<file path="config.mk">
export PLATFORM = sky130hd
export DESIGN_NAME = rtwr_regs
export DESIGN_NICKNAME = d
export VERILOG_FILES = /design/src/logic/rtwr_pkg.sv /design/src/logic/rtwr_backoff_timer.sv /design/src/logic/rtwr_regs.sv
export SDC_FILE = /design/constraint.sdc
export NUM_CORES = 1
export LEC_CHECK = 0
export BUFFER_PORTS_ARGS = -buffer_cell sky130_fd_sc_hd__buf_2
export CAP_MARGIN = 20
export CELL_PAD_IN_SITES_DETAIL_PLACEMENT = 1
export CELL_PAD_IN_SITES_GLOBAL_PLACEMENT = 1
export CORE_ASPECT_RATIO = 1.25
export CORE_UTILIZATION = 40
export DETAILED_ROUTE_END_ITERATION = 7
export HOLD_SLACK_MARGIN = 0.12
export PLACE_DENSITY_LB_ADDON = 0.1
export SLEW_MARGIN = 0
export SYNTH_ARGS = -nofsm -noshare
export SYNTH_HDL_FRONTEND = slang
export SYNTH_HIERARCHICAL = 1
export SYNTH_SLANG_ARGS = --single-unit
</file>
<file path="constraint.sdc">
create_clock -name aclk -period 3 [get_ports aclk]
set_input_delay 0.3 -clock aclk [delete_from_list [all_inputs] [get_ports aclk]]
set_output_delay 0.3 -clock aclk [all_outputs]
set_load 0.05 [all_outputs]
</file>
<file path="src/logic/rtwr_pkg.sv">
package rtwr_pkg;
  // register byte addresses
  localparam logic [31:0] RTWR_IF_TRIM_ONE = 32'h500101E0;
  localparam logic [31:0] RTWR_IF_TRIM_TWO = 32'h500101E4;
  localparam logic [31:0] RTWR_WAKE_CONTROL = 32'h50010200;
  localparam logic [31:0] RTWR_BACKOFF_TIMEOUT = 32'h50010204;
  localparam logic [31:0] RTWR_IRQ_STATUS = 32'h50010210;
  localparam logic [31:0] RTWR_IRQ_MASK = 32'h50010214;
  // if_trim_one fields
  localparam int RTWR_IF_AMP_CUR_POS = 0;
  localparam int RTWR_LIM_CUR_POS = 1;
  localparam int RTWR_BPF_CUR_POS = 2;
  localparam int RTWR_OSC_BUF_POS = 4;
  localparam int RTWR_RX_LO_BOOST_POS = 6;
  localparam int RTWR_TX_LO_BOOST_POS = 7;
  localparam int RTWR_RX_LO_BUF_POS = 8;
  localparam int RTWR_TX_LO_BUF_POS = 10;
  localparam int RTWR_LNA_VREF_POS = 12;
  localparam int RTWR_LO_VREF_POS = 13;
  localparam int RTWR_QCHG_OFF_POS = 14;
  localparam int RTWR_RSV_TRIM_POS = 15;
  // if_trim_two fields
  localparam int RTWR_ROUTE_POS = 0;
  localparam int RTWR_PROBE_POS = 16;
  localparam int RTWR_STAGE_POS = 20;
  localparam int RTWR_RSV_FILT_POS = 21;
  // wake_control fields
  localparam int RTWR_TIMER_EN_POS = 0;
  localparam int RTWR_TX_EN_POS = 1;
  localparam int RTWR_RX_EN_POS = 2;
  localparam int RTWR_LOOP_POS = 8;
  localparam int RTWR_COND_POS = 12;
  localparam int RTWR_FLAG_POS = 16;
  // interrupt status bits
  localparam int RTWR_EV_TIMER = 0;
  localparam int RTWR_EV_RX_WAKE = 1;
  localparam int RTWR_EV_BACKOFF = 2;
  localparam int RTWR_EV_N = 3;
  // reset values
  localparam logic [15:0] RTWR_TRIM_ONE_RST = 16'h0000;
  localparam logic [15:0] RTWR_TIMEOUT_RST = 16'h0000;
  // wake conditions
  localparam logic [1:0] RTWR_COND_CARRIER = 2'h0;
  localparam logic [1:0] RTWR_COND_SYNC = 2'h1;
  localparam logic [1:0] RTWR_COND_BEACON = 2'h2;
  localparam logic [1:0] RTWR_COND_CRC = 2'h3;
  // back-off unit time and clock
  localparam int RTWR_UNIT_US = 320;
  localparam int RTWR_CLK_MHZ = 100;
  localparam int RTWR_UNIT_CYCLES = RTWR_UNIT_US * RTWR_CLK_MHZ;
  // axi responses
  localparam logic [1:0] RTWR_RESP_OKAY = 2'h0;
  localparam logic [1:0] RTWR_RESP_SLVERR = 2'h2;
  // bus channel states
  typedef enum logic [1:0] {
    RTWR_CH_IDLE = 2'b01,
    RTWR_CH_RESP = 2'b10
  } rtwr_ch_t;
endpackage

</file>
<file path="src/logic/rtwr_backoff_timer.sv">
`timescale 1ns/10ps
module rtwr_backoff_timer #(
  parameter int UNIT_CYCLES = 32000
) (
  // clock and reset
  input wire logic aclk,
  input wire logic aresetn,
  // control
  input wire logic start,
  input wire logic [15:0] timeout,
  // status
  output logic busy,
  output logic expire
);
  logic [31:0] sub_cnt;
  logic [15:0] unit_cnt;
  logic unit_end;

  assign unit_end = sub_cnt == 32'(UNIT_CYCLES - 1);

  // time-out is (timeout + 1) units long
  always_ff @(posedge aclk) begin
    if (!aresetn) begin
      busy <= 1'b0;
      sub_cnt <= '0;
      unit_cnt <= '0;
      expire <= 1'b0;
    end else begin
      expire <= 1'b0;
      if (start) begin // restart wins over a running count
        busy <= 1'b1;
        sub_cnt <= '0;
        unit_cnt <= timeout;
      end else if (busy) begin
        sub_cnt <= unit_end ? '0 : sub_cnt + 32'h1;
        if (unit_end) begin
          if (unit_cnt == 16'h0) begin
            busy <= 1'b0;
            expire <= 1'b1;
          end else begin
            unit_cnt <= unit_cnt - 16'h1;
          end
        end
      end
    end
  end
endmodule

</file>
<file path="src/logic/rtwr_regs.sv">
// Our own choice: register access over AXI4-Lite.
`timescale 1ns/10ps
module rtwr_regs #(
  parameter int UNIT_CYCLES = rtwr_pkg::RTWR_UNIT_CYCLES
) (
  // clock and reset
  input wire logic aclk,
  input wire logic aresetn,
  // axi4-lite write
  input wire logic [31:0] s_axi_awaddr,
  input wire logic s_axi_awvalid,
  output logic s_axi_awready,
  input wire logic [31:0] s_axi_wdata,
  input wire logic [3:0] s_axi_wstrb,
  input wire logic s_axi_wvalid,
  output logic s_axi_wready,
  output logic [1:0] s_axi_bresp,
  output logic s_axi_bvalid,
  input wire logic s_axi_bready,
  // axi4-lite read
  input wire logic [31:0] s_axi_araddr,
  input wire logic s_axi_arvalid,
  output logic s_axi_arready,
  output logic [31:0] s_axi_rdata,
  output logic [1:0] s_axi_rresp,
  output logic s_axi_rvalid,
  input wire logic s_axi_rready,
  // radio events
  input wire logic carrier_detect,
  input wire logic sync_word_detect,
  input wire logic beacon_detect,
  input wire logic crc_pass,
  input wire logic wake_timer_expire,
  input wire logic rx_backoff_start,
  input wire logic [15:0] backoff_difference,
  // wake controls
  output logic rx_wake_en,
  output logic tx_wake_en,
  output logic timer_wake_en,
  output logic [3:0] tx_wake_loop_time,
  output logic rx_wake_trigger,
  output logic rx_backoff_timeout,
  // analog trims
  output logic [15:0] trim_word,
  output logic [10:0] osc_buffer_ua,
  output logic [9:0] limiter_ua,
  output logic limiter_quick_charge_en,
  // antenna and probe
  output logic shared_antenna_port_rx_en,
  output logic shared_antenna_port_tx_en,
  output logic tx_only_port_en,
  output logic [2:0] probe_node,
  output logic probe_en,
  // interrupt
  output logic irq
);
  import rtwr_pkg::*;

  rtwr_ch_t wr_state;
  rtwr_ch_t rd_state;
  logic aw_held;
  logic w_held;
  logic [31:0] aw_addr;
  logic [31:0] w_data;
  logic [3:0] w_strb;
  logic wr_fire;
  logic [15:0] trim_two;
  logic [1:0] wake_condition_sel;
  logic wake_timer_flag;
  logic [15:0] backoff_rx_timeout;
  logic [RTWR_EV_N-1:0] irq_status;
  logic [RTWR_EV_N-1:0] irq_mask;
  logic [RTWR_EV_N-1:0] events;
  logic flag_clear;
  logic next_trigger;
  logic timer_busy;
  logic timer_expire;
  logic rd_trim;
  logic [31:0] trim_two_merged;

  // decode an address to a known register
  function automatic logic addr_hit(input logic [31:0] a);
    addr_hit = a == RTWR_IF_TRIM_ONE || a == RTWR_IF_TRIM_TWO || a == RTWR_WAKE_CONTROL ||
      a == RTWR_BACKOFF_TIMEOUT || a == RTWR_IRQ_STATUS || a == RTWR_IRQ_MASK;
  endfunction

  // byte-lane merge of a write into a stored word
  function automatic logic [31:0] merge(input logic [31:0] old, input logic [31:0] d,
                                        input logic [3:0] s);
    for (int i = 0; i < 4; i++) begin
      merge[i*8 +: 8] = s[i] ? d[i*8 +: 8] : old[i*8 +: 8];
    end
  endfunction

  // handshake outputs straight from channel state
  assign s_axi_awready = wr_state == RTWR_CH_IDLE && !aw_held;
  assign s_axi_wready = wr_state == RTWR_CH_IDLE && !w_held;
  assign s_axi_arready = rd_state == RTWR_CH_IDLE;
  assign wr_fire = wr_state == RTWR_CH_IDLE && aw_held && w_held;

  // write channel: address and data taken in either order
  always_ff @(posedge aclk) begin
    if (!aresetn) begin
      wr_state <= RTWR_CH_IDLE;
      aw_held <= 1'b0;
      w_held <= 1'b0;
      aw_addr <= '0;
      w_data <= '0;
      w_strb <= '0;
      s_axi_bvalid <= 1'b0;
      s_axi_bresp <= RTWR_RESP_OKAY;
    end else begin
      case (wr_state)
        RTWR_CH_IDLE: begin
          if (s_axi_awvalid && s_axi_awready) begin
            aw_held <= 1'b1;
            aw_addr <= s_axi_awaddr;
          end
          if (s_axi_wvalid && s_axi_wready) begin
            w_held <= 1'b1;
            w_data <= s_axi_wdata;
            w_strb <= s_axi_wstrb;
          end
          if (wr_fire) begin
            aw_held <= 1'b0;
            w_held <= 1'b0;
            s_axi_bvalid <= 1'b1;
            s_axi_bresp <= addr_hit(aw_addr) ? RTWR_RESP_OKAY : RTWR_RESP_SLVERR;
            wr_state <= RTWR_CH_RESP;
          end
        end
        RTWR_CH_RESP: begin
          if (s_axi_bready) begin
            s_axi_bvalid <= 1'b0;
            wr_state <= RTWR_CH_IDLE;
          end
        end
        default: wr_state <= RTWR_CH_IDLE;
      endcase
    end
  end

  // trim_two keeps word bits 21:16 in [15:10] and the route bit in [0]
  assign trim_two_merged = merge({10'h000, trim_two[15:10], 15'h0000, trim_two[0]}, w_data, w_strb);

  // trim and routing registers, write only
  always_ff @(posedge aclk) begin
    if (!aresetn) begin
      trim_word <= RTWR_TRIM_ONE_RST;
      trim_two <= '0;
    end else if (wr_fire) begin
      if (aw_addr == RTWR_IF_TRIM_ONE) begin
        trim_word <= 16'(merge({16'h0000, trim_word}, w_data, w_strb));
      end
      if (aw_addr == RTWR_IF_TRIM_TWO) begin
        trim_two <= {trim_two_merged[21:16], 9'h000, trim_two_merged[RTWR_ROUTE_POS]};
      end
    end
  end

  // wake control, time-out value and interrupt mask
  always_ff @(posedge aclk) begin
    if (!aresetn) begin
      rx_wake_en <= 1'b0;
      tx_wake_en <= 1'b0;
      timer_wake_en <= 1'b0;
      tx_wake_loop_time <= '0;
      wake_condition_sel <= RTWR_COND_CARRIER;
      backoff_rx_timeout <= RTWR_TIMEOUT_RST;
      irq_mask <= '0;
    end else if (wr_fire) begin
      if (aw_addr == RTWR_WAKE_CONTROL && w_strb[0]) begin
        rx_wake_en <= w_data[RTWR_RX_EN_POS];
        tx_wake_en <= w_data[RTWR_TX_EN_POS];
        timer_wake_en <= w_data[RTWR_TIMER_EN_POS];
      end
      if (aw_addr == RTWR_WAKE_CONTROL && w_strb[1]) begin
        tx_wake_loop_time <= w_data[RTWR_LOOP_POS +: 4];
        wake_condition_sel <= w_data[RTWR_COND_POS +: 2];
      end
      if (aw_addr == RTWR_BACKOFF_TIMEOUT) begin
        backoff_rx_timeout <= 16'(merge({16'h0000, backoff_rx_timeout}, w_data, w_strb));
      end
      if (aw_addr == RTWR_IRQ_MASK && w_strb[0]) begin
        irq_mask <= w_data[RTWR_EV_N-1:0];
      end
    end
  end

  assign flag_clear = wr_fire && aw_addr == RTWR_WAKE_CONTROL && w_strb[2] && w_data[RTWR_FLAG_POS];

  // wake-timer flag; a new expiry beats a clear in the same cycle
  always_ff @(posedge aclk) begin
    if (!aresetn) begin
      wake_timer_flag <= 1'b0;
    end else if (wake_timer_expire) begin
      wake_timer_flag <= 1'b1;
    end else if (flag_clear) begin
      wake_timer_flag <= 1'b0;
    end
  end

  // wake condition select picks the trigger
  always_comb begin
    case (wake_condition_sel)
      RTWR_COND_CARRIER: next_trigger = carrier_detect;
      RTWR_COND_SYNC: next_trigger = sync_word_detect;
      RTWR_COND_BEACON: next_trigger = beacon_detect;
      RTWR_COND_CRC: next_trigger = crc_pass;
      default: next_trigger = 1'b0;
    endcase
  end

  always_ff @(posedge aclk) begin
    if (!aresetn) begin
      rx_wake_trigger <= 1'b0;
    end else begin
      rx_wake_trigger <= rx_wake_en && next_trigger;
    end
  end

  // back-off time-out counter
  rtwr_backoff_timer #(
    .UNIT_CYCLES(UNIT_CYCLES)
  ) u_timer (
    .aclk(aclk),
    .aresetn(aresetn),
    .start(rx_backoff_start),
    .timeout(backoff_rx_timeout),
    .busy(timer_busy),
    .expire(timer_expire)
  );
  assign rx_backoff_timeout = timer_expire;

  // analog decodes, registered so the pins never glitch
  always_ff @(posedge aclk) begin
    if (!aresetn) begin
      osc_buffer_ua <= 11'h258;
      limiter_ua <= 10'h12C;
      limiter_quick_charge_en <= 1'b1;
      shared_antenna_port_rx_en <= 1'b1;
      shared_antenna_port_tx_en <= 1'b1;
      tx_only_port_en <= 1'b0;
      probe_node <= '0;
      probe_en <= 1'b0;
    end else begin
      osc_buffer_ua <= 11'(600 + 200 * trim_word[RTWR_OSC_BUF_POS +: 2]);
      limiter_ua <= trim_word[RTWR_LIM_CUR_POS] ? 10'h258 : 10'h12C;
      limiter_quick_charge_en <= !trim_word[RTWR_QCHG_OFF_POS];
      shared_antenna_port_rx_en <= 1'b1;
      shared_antenna_port_tx_en <= !trim_two[RTWR_ROUTE_POS];
      tx_only_port_en <= trim_two[RTWR_ROUTE_POS];
      probe_en <= trim_two[RTWR_PROBE_POS-6 +: 4] != 4'h0 || trim_two[RTWR_STAGE_POS-6];
      if (trim_two[RTWR_PROBE_POS-6 +: 2] == 2'h0) begin
        probe_node <= 3'h0;
      end else if (trim_two[RTWR_PROBE_POS-6 +: 2] == 2'h1) begin
        probe_node <= 3'h1;
      end else if (!trim_two[RTWR_STAGE_POS-6]) begin
        probe_node <= {2'h1, trim_two[RTWR_PROBE_POS-6]};
      end else begin
        probe_node <= {1'b1, trim_two[RTWR_PROBE_POS-3], trim_two[RTWR_PROBE_POS-6]};
      end
    end
  end

  // interrupt status, write one to clear, set wins
  assign events = {timer_expire, rx_wake_trigger, wake_timer_expire};
  always_ff @(posedge aclk) begin
    if (!aresetn) begin
      irq_status <= '0;
    end else begin
      for (int i = 0; i < RTWR_EV_N; i++) begin
        if (events[i]) begin
          irq_status[i] <= 1'b1;
        end else if (wr_fire && aw_addr == RTWR_IRQ_STATUS && w_strb[0] && w_data[i]) begin
          irq_status[i] <= 1'b0;
        end
      end
    end
  end
  assign irq = |(irq_status & irq_mask);

  // read channel, one read at a time
  always_ff @(posedge aclk) begin
    if (!aresetn) begin
      rd_state <= RTWR_CH_IDLE;
      s_axi_rvalid <= 1'b0;
      s_axi_rdata <= '0;
      s_axi_rresp <= RTWR_RESP_OKAY;
      rd_trim <= 1'b0;
    end else begin
      case (rd_state)
        RTWR_CH_IDLE: begin
          if (s_axi_arvalid) begin
            s_axi_rvalid <= 1'b1;
            s_axi_rresp <= addr_hit(s_axi_araddr) ? RTWR_RESP_OKAY : RTWR_RESP_SLVERR;
            rd_trim <= s_axi_araddr == RTWR_IF_TRIM_ONE || s_axi_araddr == RTWR_IF_TRIM_TWO;
            rd_state <= RTWR_CH_RESP;
            case (s_axi_araddr)
              RTWR_WAKE_CONTROL: s_axi_rdata <= 32'({wake_timer_flag, 13'h0000, rx_wake_en, tx_wake_en, 1'b0});
              RTWR_BACKOFF_TIMEOUT: s_axi_rdata <= {16'h0000, backoff_difference};
              RTWR_IRQ_STATUS: s_axi_rdata <= 32'(irq_status);
              RTWR_IRQ_MASK: s_axi_rdata <= 32'(irq_mask);
              default: s_axi_rdata <= '0;
            endcase
          end
        end
        RTWR_CH_RESP: begin
          if (s_axi_rready) begin
            s_axi_rvalid <= 1'b0;
            rd_state <= RTWR_CH_IDLE;
          end
        end
        default: rd_state <= RTWR_CH_IDLE;
      endcase
    end
  end
endmodule

</file>
Word level (Yosys, flattened, before mapping)
Cells that the tools add are included.
{"block": "totals", "regBits": 233, "inputBits": 129, "output_inout_bits": 96, "wordCells": 188}
{"block": "op_classes", "n_addsub": 3, "mul": 1, "n_eq_ne": 26, "n_mux": 41, "bitwise": 4, "n_reduce_logical": 72}
{"cell": "$eq 32x31->1 const B", "count": 12}
{"cell": "$pmux 17 s4", "count": 1}
{"cell": "$mux 16", "count": 4}
{"cell": "$add 32x1->32 const B", "count": 1}
{"cell": "$eq 32x15->1 const B", "count": 1}
{"cell": "$mux 32", "count": 1}
{"cell": "$reduce_and 3->1", "count": 9}
{"cell": "$mux 1", "count": 22}
{"cell": "$reduce_and 2->1", "count": 11}
{"cell": "$reduce_bool 2->1", "count": 10}
{"cell": "$logic_and 1x1->1", "count": 18}
{"cell": "$logic_not 16->1", "count": 1}
{"cell": "$sub 16x1->16 const B", "count": 1}
{"cell": "$mux 2", "count": 6}
{"cell": "$add 10x10->11 const A", "count": 1}
{"cell": "$logic_or 1x1->1", "count": 11}
{"cell": "$mux 10", "count": 1}
{"cell": "$ne 2x2->1 const B", "count": 5}
{"cell": "$eq 2x1->1 const B", "count": 4}
{"cell": "$eq 2x2->1 const B", "count": 4}
{"cell": "$pmux 2 s2", "count": 2}
{"cell": "$mul 5x2->7 const A", "count": 1}
{"cell": "$reduce_or 3->1", "count": 2}
{"cell": "$logic_not 1->1", "count": 4}
{"cell": "9 further kinds", "count": 14}

Depth between registers and ports, before layout
{"block": "depth", "depth_word": 8, "depth_mapped": 8}

Hierarchy
Netlist, hierarchy kept.
{"module": "rtwr_regs", "instances": 1, "cells_each": 665, "area_each_um2": 6268.5}
{"module": "rtwr_backoff_timer", "instances": 1, "cells_each": 336, "area_each_um2": 2707.6}

Worst setup path before layout
No wires, ideal clock.
{"block": "synth_path", "path_type": "flip-flop to flip-flop", "start": "register wr_state[0]", "end": "register w_data[11]", "arrival_time_ps": 2547, "required_time_ps": 2924, "path_slack_ps": 377, "path_stages_with_launch": 7, "path_buffers": 2, "cell_sequence": "dfxtp_1 -> nor3b_1 -> and2_1 -> clkbuf_1 -> clkbuf_1 -> nand2_1 -> a21boi_0"}
{"block": "synth_via", "elab_chain_cells": 4}
{"element": "from (decl)", "line": "rtwr_regs.sv:59", "rtl": "rtwr_ch_t wr_state;"}
{"element": "from (signal assigned)", "line": "rtwr_regs.sv:104", "rtl": "wr_state <= RTWR_CH_IDLE;"}
{"element": "from (signal assigned)", "line": "rtwr_regs.sv:129", "rtl": "wr_state <= RTWR_CH_RESP;"}
{"element": "from (signal assigned)", "line": "rtwr_regs.sv:135", "rtl": "wr_state <= RTWR_CH_IDLE;"}
{"element": "$eq 2x1->1", "line": "rtwr_regs.sv:97", "rtl": "assign s_axi_wready = wr_state == RTWR_CH_IDLE && !w_held;"}
{"element": "$logic_and 1x1->1", "line": "rtwr_regs.sv:97"}
{"element": "named net s_axi_wready", "line": "rtwr_regs.sv:16", "rtl": "output logic s_axi_wready,"}
{"element": "$logic_and 1x1->1", "line": "rtwr_regs.sv:119", "rtl": "if (s_axi_wvalid && s_axi_wready) begin"}
{"element": "$reduce_and 2->1 (no source line)"}
{"element": "to (signal assigned)", "line": "rtwr_regs.sv:121", "rtl": "w_data <= s_axi_wdata;"}
{"element": "to (decl)", "line": "rtwr_regs.sv:64", "rtl": "logic [31:0] w_data;"}
The timed path passes the listed nets, and every way through them passes these cells.
A chain may end at the register's enable or synchronous reset.

Final worst setup path
{"block": "layout_path", "start": "register u_timer.sub_cnt[23]", "end": "register u_timer.unit_cnt[11]"}
{"block": "layout_via", "elab_chain_cells": 3}
{"element": "from (decl)", "line": "rtwr_backoff_timer.sv:15", "rtl": "logic [31:0] sub_cnt;"}
{"element": "from (signal assigned)", "line": "rtwr_backoff_timer.sv:35", "rtl": "sub_cnt <= unit_end ? '0 : sub_cnt + 32'h1;"}
{"element": "$eq 32x15->1", "line": "rtwr_backoff_timer.sv:19", "rtl": "assign unit_end = sub_cnt == 32'(UNIT_CYCLES - 1);"}
{"element": "$reduce_bool 2->1 (no source line)"}
{"element": "$reduce_and 3->1 (no source line)"}
{"element": "to (signal assigned)", "line": "rtwr_backoff_timer.sv:33", "rtl": "unit_cnt <= timeout;"}
{"element": "to (signal assigned)", "line": "rtwr_backoff_timer.sv:41", "rtl": "unit_cnt <= unit_cnt - 16'h1;"}
{"element": "to (decl)", "line": "rtwr_backoff_timer.sv:16", "rtl": "logic [15:0] unit_cnt;"}
No other way between the ends.

==> flow_summary.toml <==
[status]
status = "finished, final reports clean"

[timing]
finalSetupViolCount = 0
min_period_ns = 2.674
fin_crit_sh_pct = 89.14
rsz0062_at_grt = "no"
fin_skew_ns = 0.03331
hold_viol = 0
tightest_slew_ns = 0.9309
slew_headroom_pct = 37.81
fmax_mhz = 373.9
fin_tns_setup_ns = 0
slew_violations = 0

[power_and_ir_drop]
ir_drop_uv = 502.6
power.density_nw_per_um2 = 547.0
power.leakage_uw = 0.004748

[synthesis]
muxShareOfSynthArea_pct = 6.565
yosys-top-cells-count = "nand2_1 (214), dfxtp_1 (204), a21boi_0 (57)"
synth_cell_type_count = 68
synth-seq-cells = 204
synth_top_area_share_pct = 45.50
synth-simple-area-share_pct = 26.96
syn_area_um2 = 8976
synth_top_family_by_area = "simple AND/OR/NAND/NOR gates"
synth_flop_cell = "dfxtp_1"
postSynthCellCount = 1001
synth_top_area_cell = "dfxtp_1"
async_reset_ff_share_pct = 0
synth_seq_area_share_pct = 45.50
syn_area_per_cell_um2 = 8.967
synth_area_leaders = "dfxtp_1 (45%), nand2_1 (8.9%), mux2i_1 (5.7%)"
synth-compound-area-share_pct = 11.05
synth_fa_ha_area_share_pct = 0.6970
synth_edf_count = 0
yosysWarningCount = 6
synthXorXnorAreaFrac_pct = 3.220
yosysMostFrequentCell = "nand2_1"

[detailed_routing]
routed_wl_mm = 25.93
vias = 7949
drtIter0Drc = 275
drtAntennaViolNets = 0
drtPass1Iterations = 4
wl_per_cell_um = 16.89
drc = 0
avgViaCountPerCell = 5.179

[setup_path]
cp-end-kind = "flip-flop"
cp.required_ns = 3.42
r2r-end = "u_timer/unit_cnt[11]$_SDFFE_PN0P_"
cp_max_fo = 10
start_kind = "flip-flop"
r2r_slack_ns = 0.33
worstSetupPathType = "flip-flop to flip-flop"
worstPathArrival_ns = 3.09
worst_r2r_path_depth = 5
r2r_start = "u_timer/sub_cnt[23]$_SDFFE_PP0P_"

[floorplan]
dieArea_um2 = 23050
rows = 60
num_io_pins = 225
die_w_um = 136.0
die_y_um = 169.5
start_util_pct = 41.23
fp.coreArea_um2 = 21770

[hold_path]
hp-class = "input pin to flip-flop"
hold_path_end = "wake_timer_flag$_SDFFE_PN0P_"
holdPathStages = 3
min-delay-start = "wake_timer_expire"

[clock_tree]
cts_tree = "built"
cts_resized = 0
cts_setup_buffers = 0
cts_buffer_depth = 3
cts_max_level = 1
cts_root_buf = "clkbuf_16"
numCtsBuffers = 23
clkTransAtPathRegs_ns = 0.06
clk_latency_ns = 0.52
clock-sinks = 204

[cells_and_area]
seq_area_um2 = 4084
syn_to_final_growth_pct = 28.23
multi_input_area_um2 = 4447
fin_nets = 1373
final_core_util_pct = 52.87
n_fill_cell = 2588
drive_gt1_share_pct = 21.49

[place]
place.gp.congestion = 0.8081
io_buffers = 187
dpl.hpwl_mm = 17.82

[global_routing]
met2_usage_pct = 41.46
grt_pass1_wl_mm = 41.52
grt_usage_pct = 22.52
grt_max_degree = 64
grt_use_met3_pct = 4.630
grt_pass1_vias = 8281
met1_usage_pct = 25.70
grt.busiest_layer = "met2"
grt_antenna_before_repair = 4
overflow = 0

[flow_run]
drv_cap = 0
-- timing repair --
action                                  4_1_cts  5_1_grt
endpoints found under the setup margin        0        0
hold buffers                                 71        0
endpoints found under the hold margin        71        0
-- layer usage --
metal	share of wire, %	vias to the layer above
met4	2.3	0
met1	41	3829
li1	-	3937
met5	0	-
met3	4.3	44
met2	53	139
-- logic make-up after synthesis --
family          count (synthesis)
other cells                     2
fa+ha+maj                       5
simple gates                  462
mux                            55
xor+xnor                       33
flops                         204
compound gates                136
buf+inv                       104
-- worst max-delay path by stage --
stage | depth (start not counted) | startpoint | slack [ns] | to
after CTS | 5 | u_timer/sub_cnt[23]$_SDFFE_PP0P_ | 0.32 | u_timer/unit_cnt[11]$_SDFFE_PN0P_
after global placement | 5 | u_timer/sub_cnt[23]$_SDFFE_PP0P_ | 0.33 | u_timer/unit_cnt[11]$_SDFFE_PN0P_
after global routing | 5 | u_timer/sub_cnt[23]$_SDFFE_PP0P_ | 0.24 | u_timer/unit_cnt[11]$_SDFFE_PN0P_
after floorplan | 6 | wr_state[0]$_SDFFE_PN1P_ | 0.38 | w_data[11]$_SDFFE_PN0P_
after detailed placement | 5 | u_timer/sub_cnt[23]$_SDFFE_PP0P_ | 0.31 | u_timer/unit_cnt[11]$_SDFFE_PN0P_
final | 5 | u_timer/sub_cnt[23]$_SDFFE_PP0P_ | 0.33 | u_timer/unit_cnt[11]$_SDFFE_PN0P_
-- power by group --
part | internal [µW] | switching, µW | total [µW]
sequential | 2790 | 67.1 | 2860
clock | 1660 | 1120 | 2780
combinational | 258 | 402 | 660
-- stage by stage --
| step | hold WS (ns) | cells | total power [µW] | instance area (µm²) | setup WS, ns |
|---|---|---|---|---|---|
| after floorplan | 0.3822 | 1024 | 3320 | 9062 | 0.3774 |
| after global placement | 0.4296 | 1422 | 3486 | 10050 | 0.3289 |
| after detailed placement | 0.4276 | 1422 | 3497 | 10050 | 0.3079 |
| after CTS | 0.1431 | 1531 | 6370 | 11500 | 0.3175 |
| after global routing | 0.1701 | 1535 | 6568 | 11510 | 0.2446 |
| final | 0.1679 | 1535 | 6296 | 11510 | 0.3258 |
-- cells in the final DEF (no fill, tap or decap), types with 24 or more instances in the layout --
cell,n
nand4_1,28
o21ai_0,24
nor3_1,27
mux2i_1,51
conb_1,25
buf_2,186
nand2_1,214
nor2_1,50
a21boi_0,57
dlygate4sd3_1,71
dfxtp_1,204
-- registers in the layout (all words and copies together) (netlist names), 6 cells and up --
register and flops:
u_timer/sub_cnt 32, backoff_rx_timeout 16, aw_addr 32, trim_word 16, w_data 21, osc_buffer_ua 7, s_axi_rdata 17, u_timer/unit_cnt 16
trim_two 6
-- worst max-delay path: stages, from the launching register on --
cell and delay, ns:
dfxtp_1 0.35, or4_4 0.57, or4_4 0.52, or2_0 0.43
or4b_1 0.58, o2111a_1 0.13
-- cell type report --
class                   count  area share (%)
inverters                  17          0.5544
well taps                 279           3.033
repair buffers            277           15.78
multi-input cells         716           38.63
flip-flops and latches    204           35.48
clock buffers              29           5.544
clock inverters             9          0.8805
diodes                      4         0.08697
(Power assumes the default switching activity.)
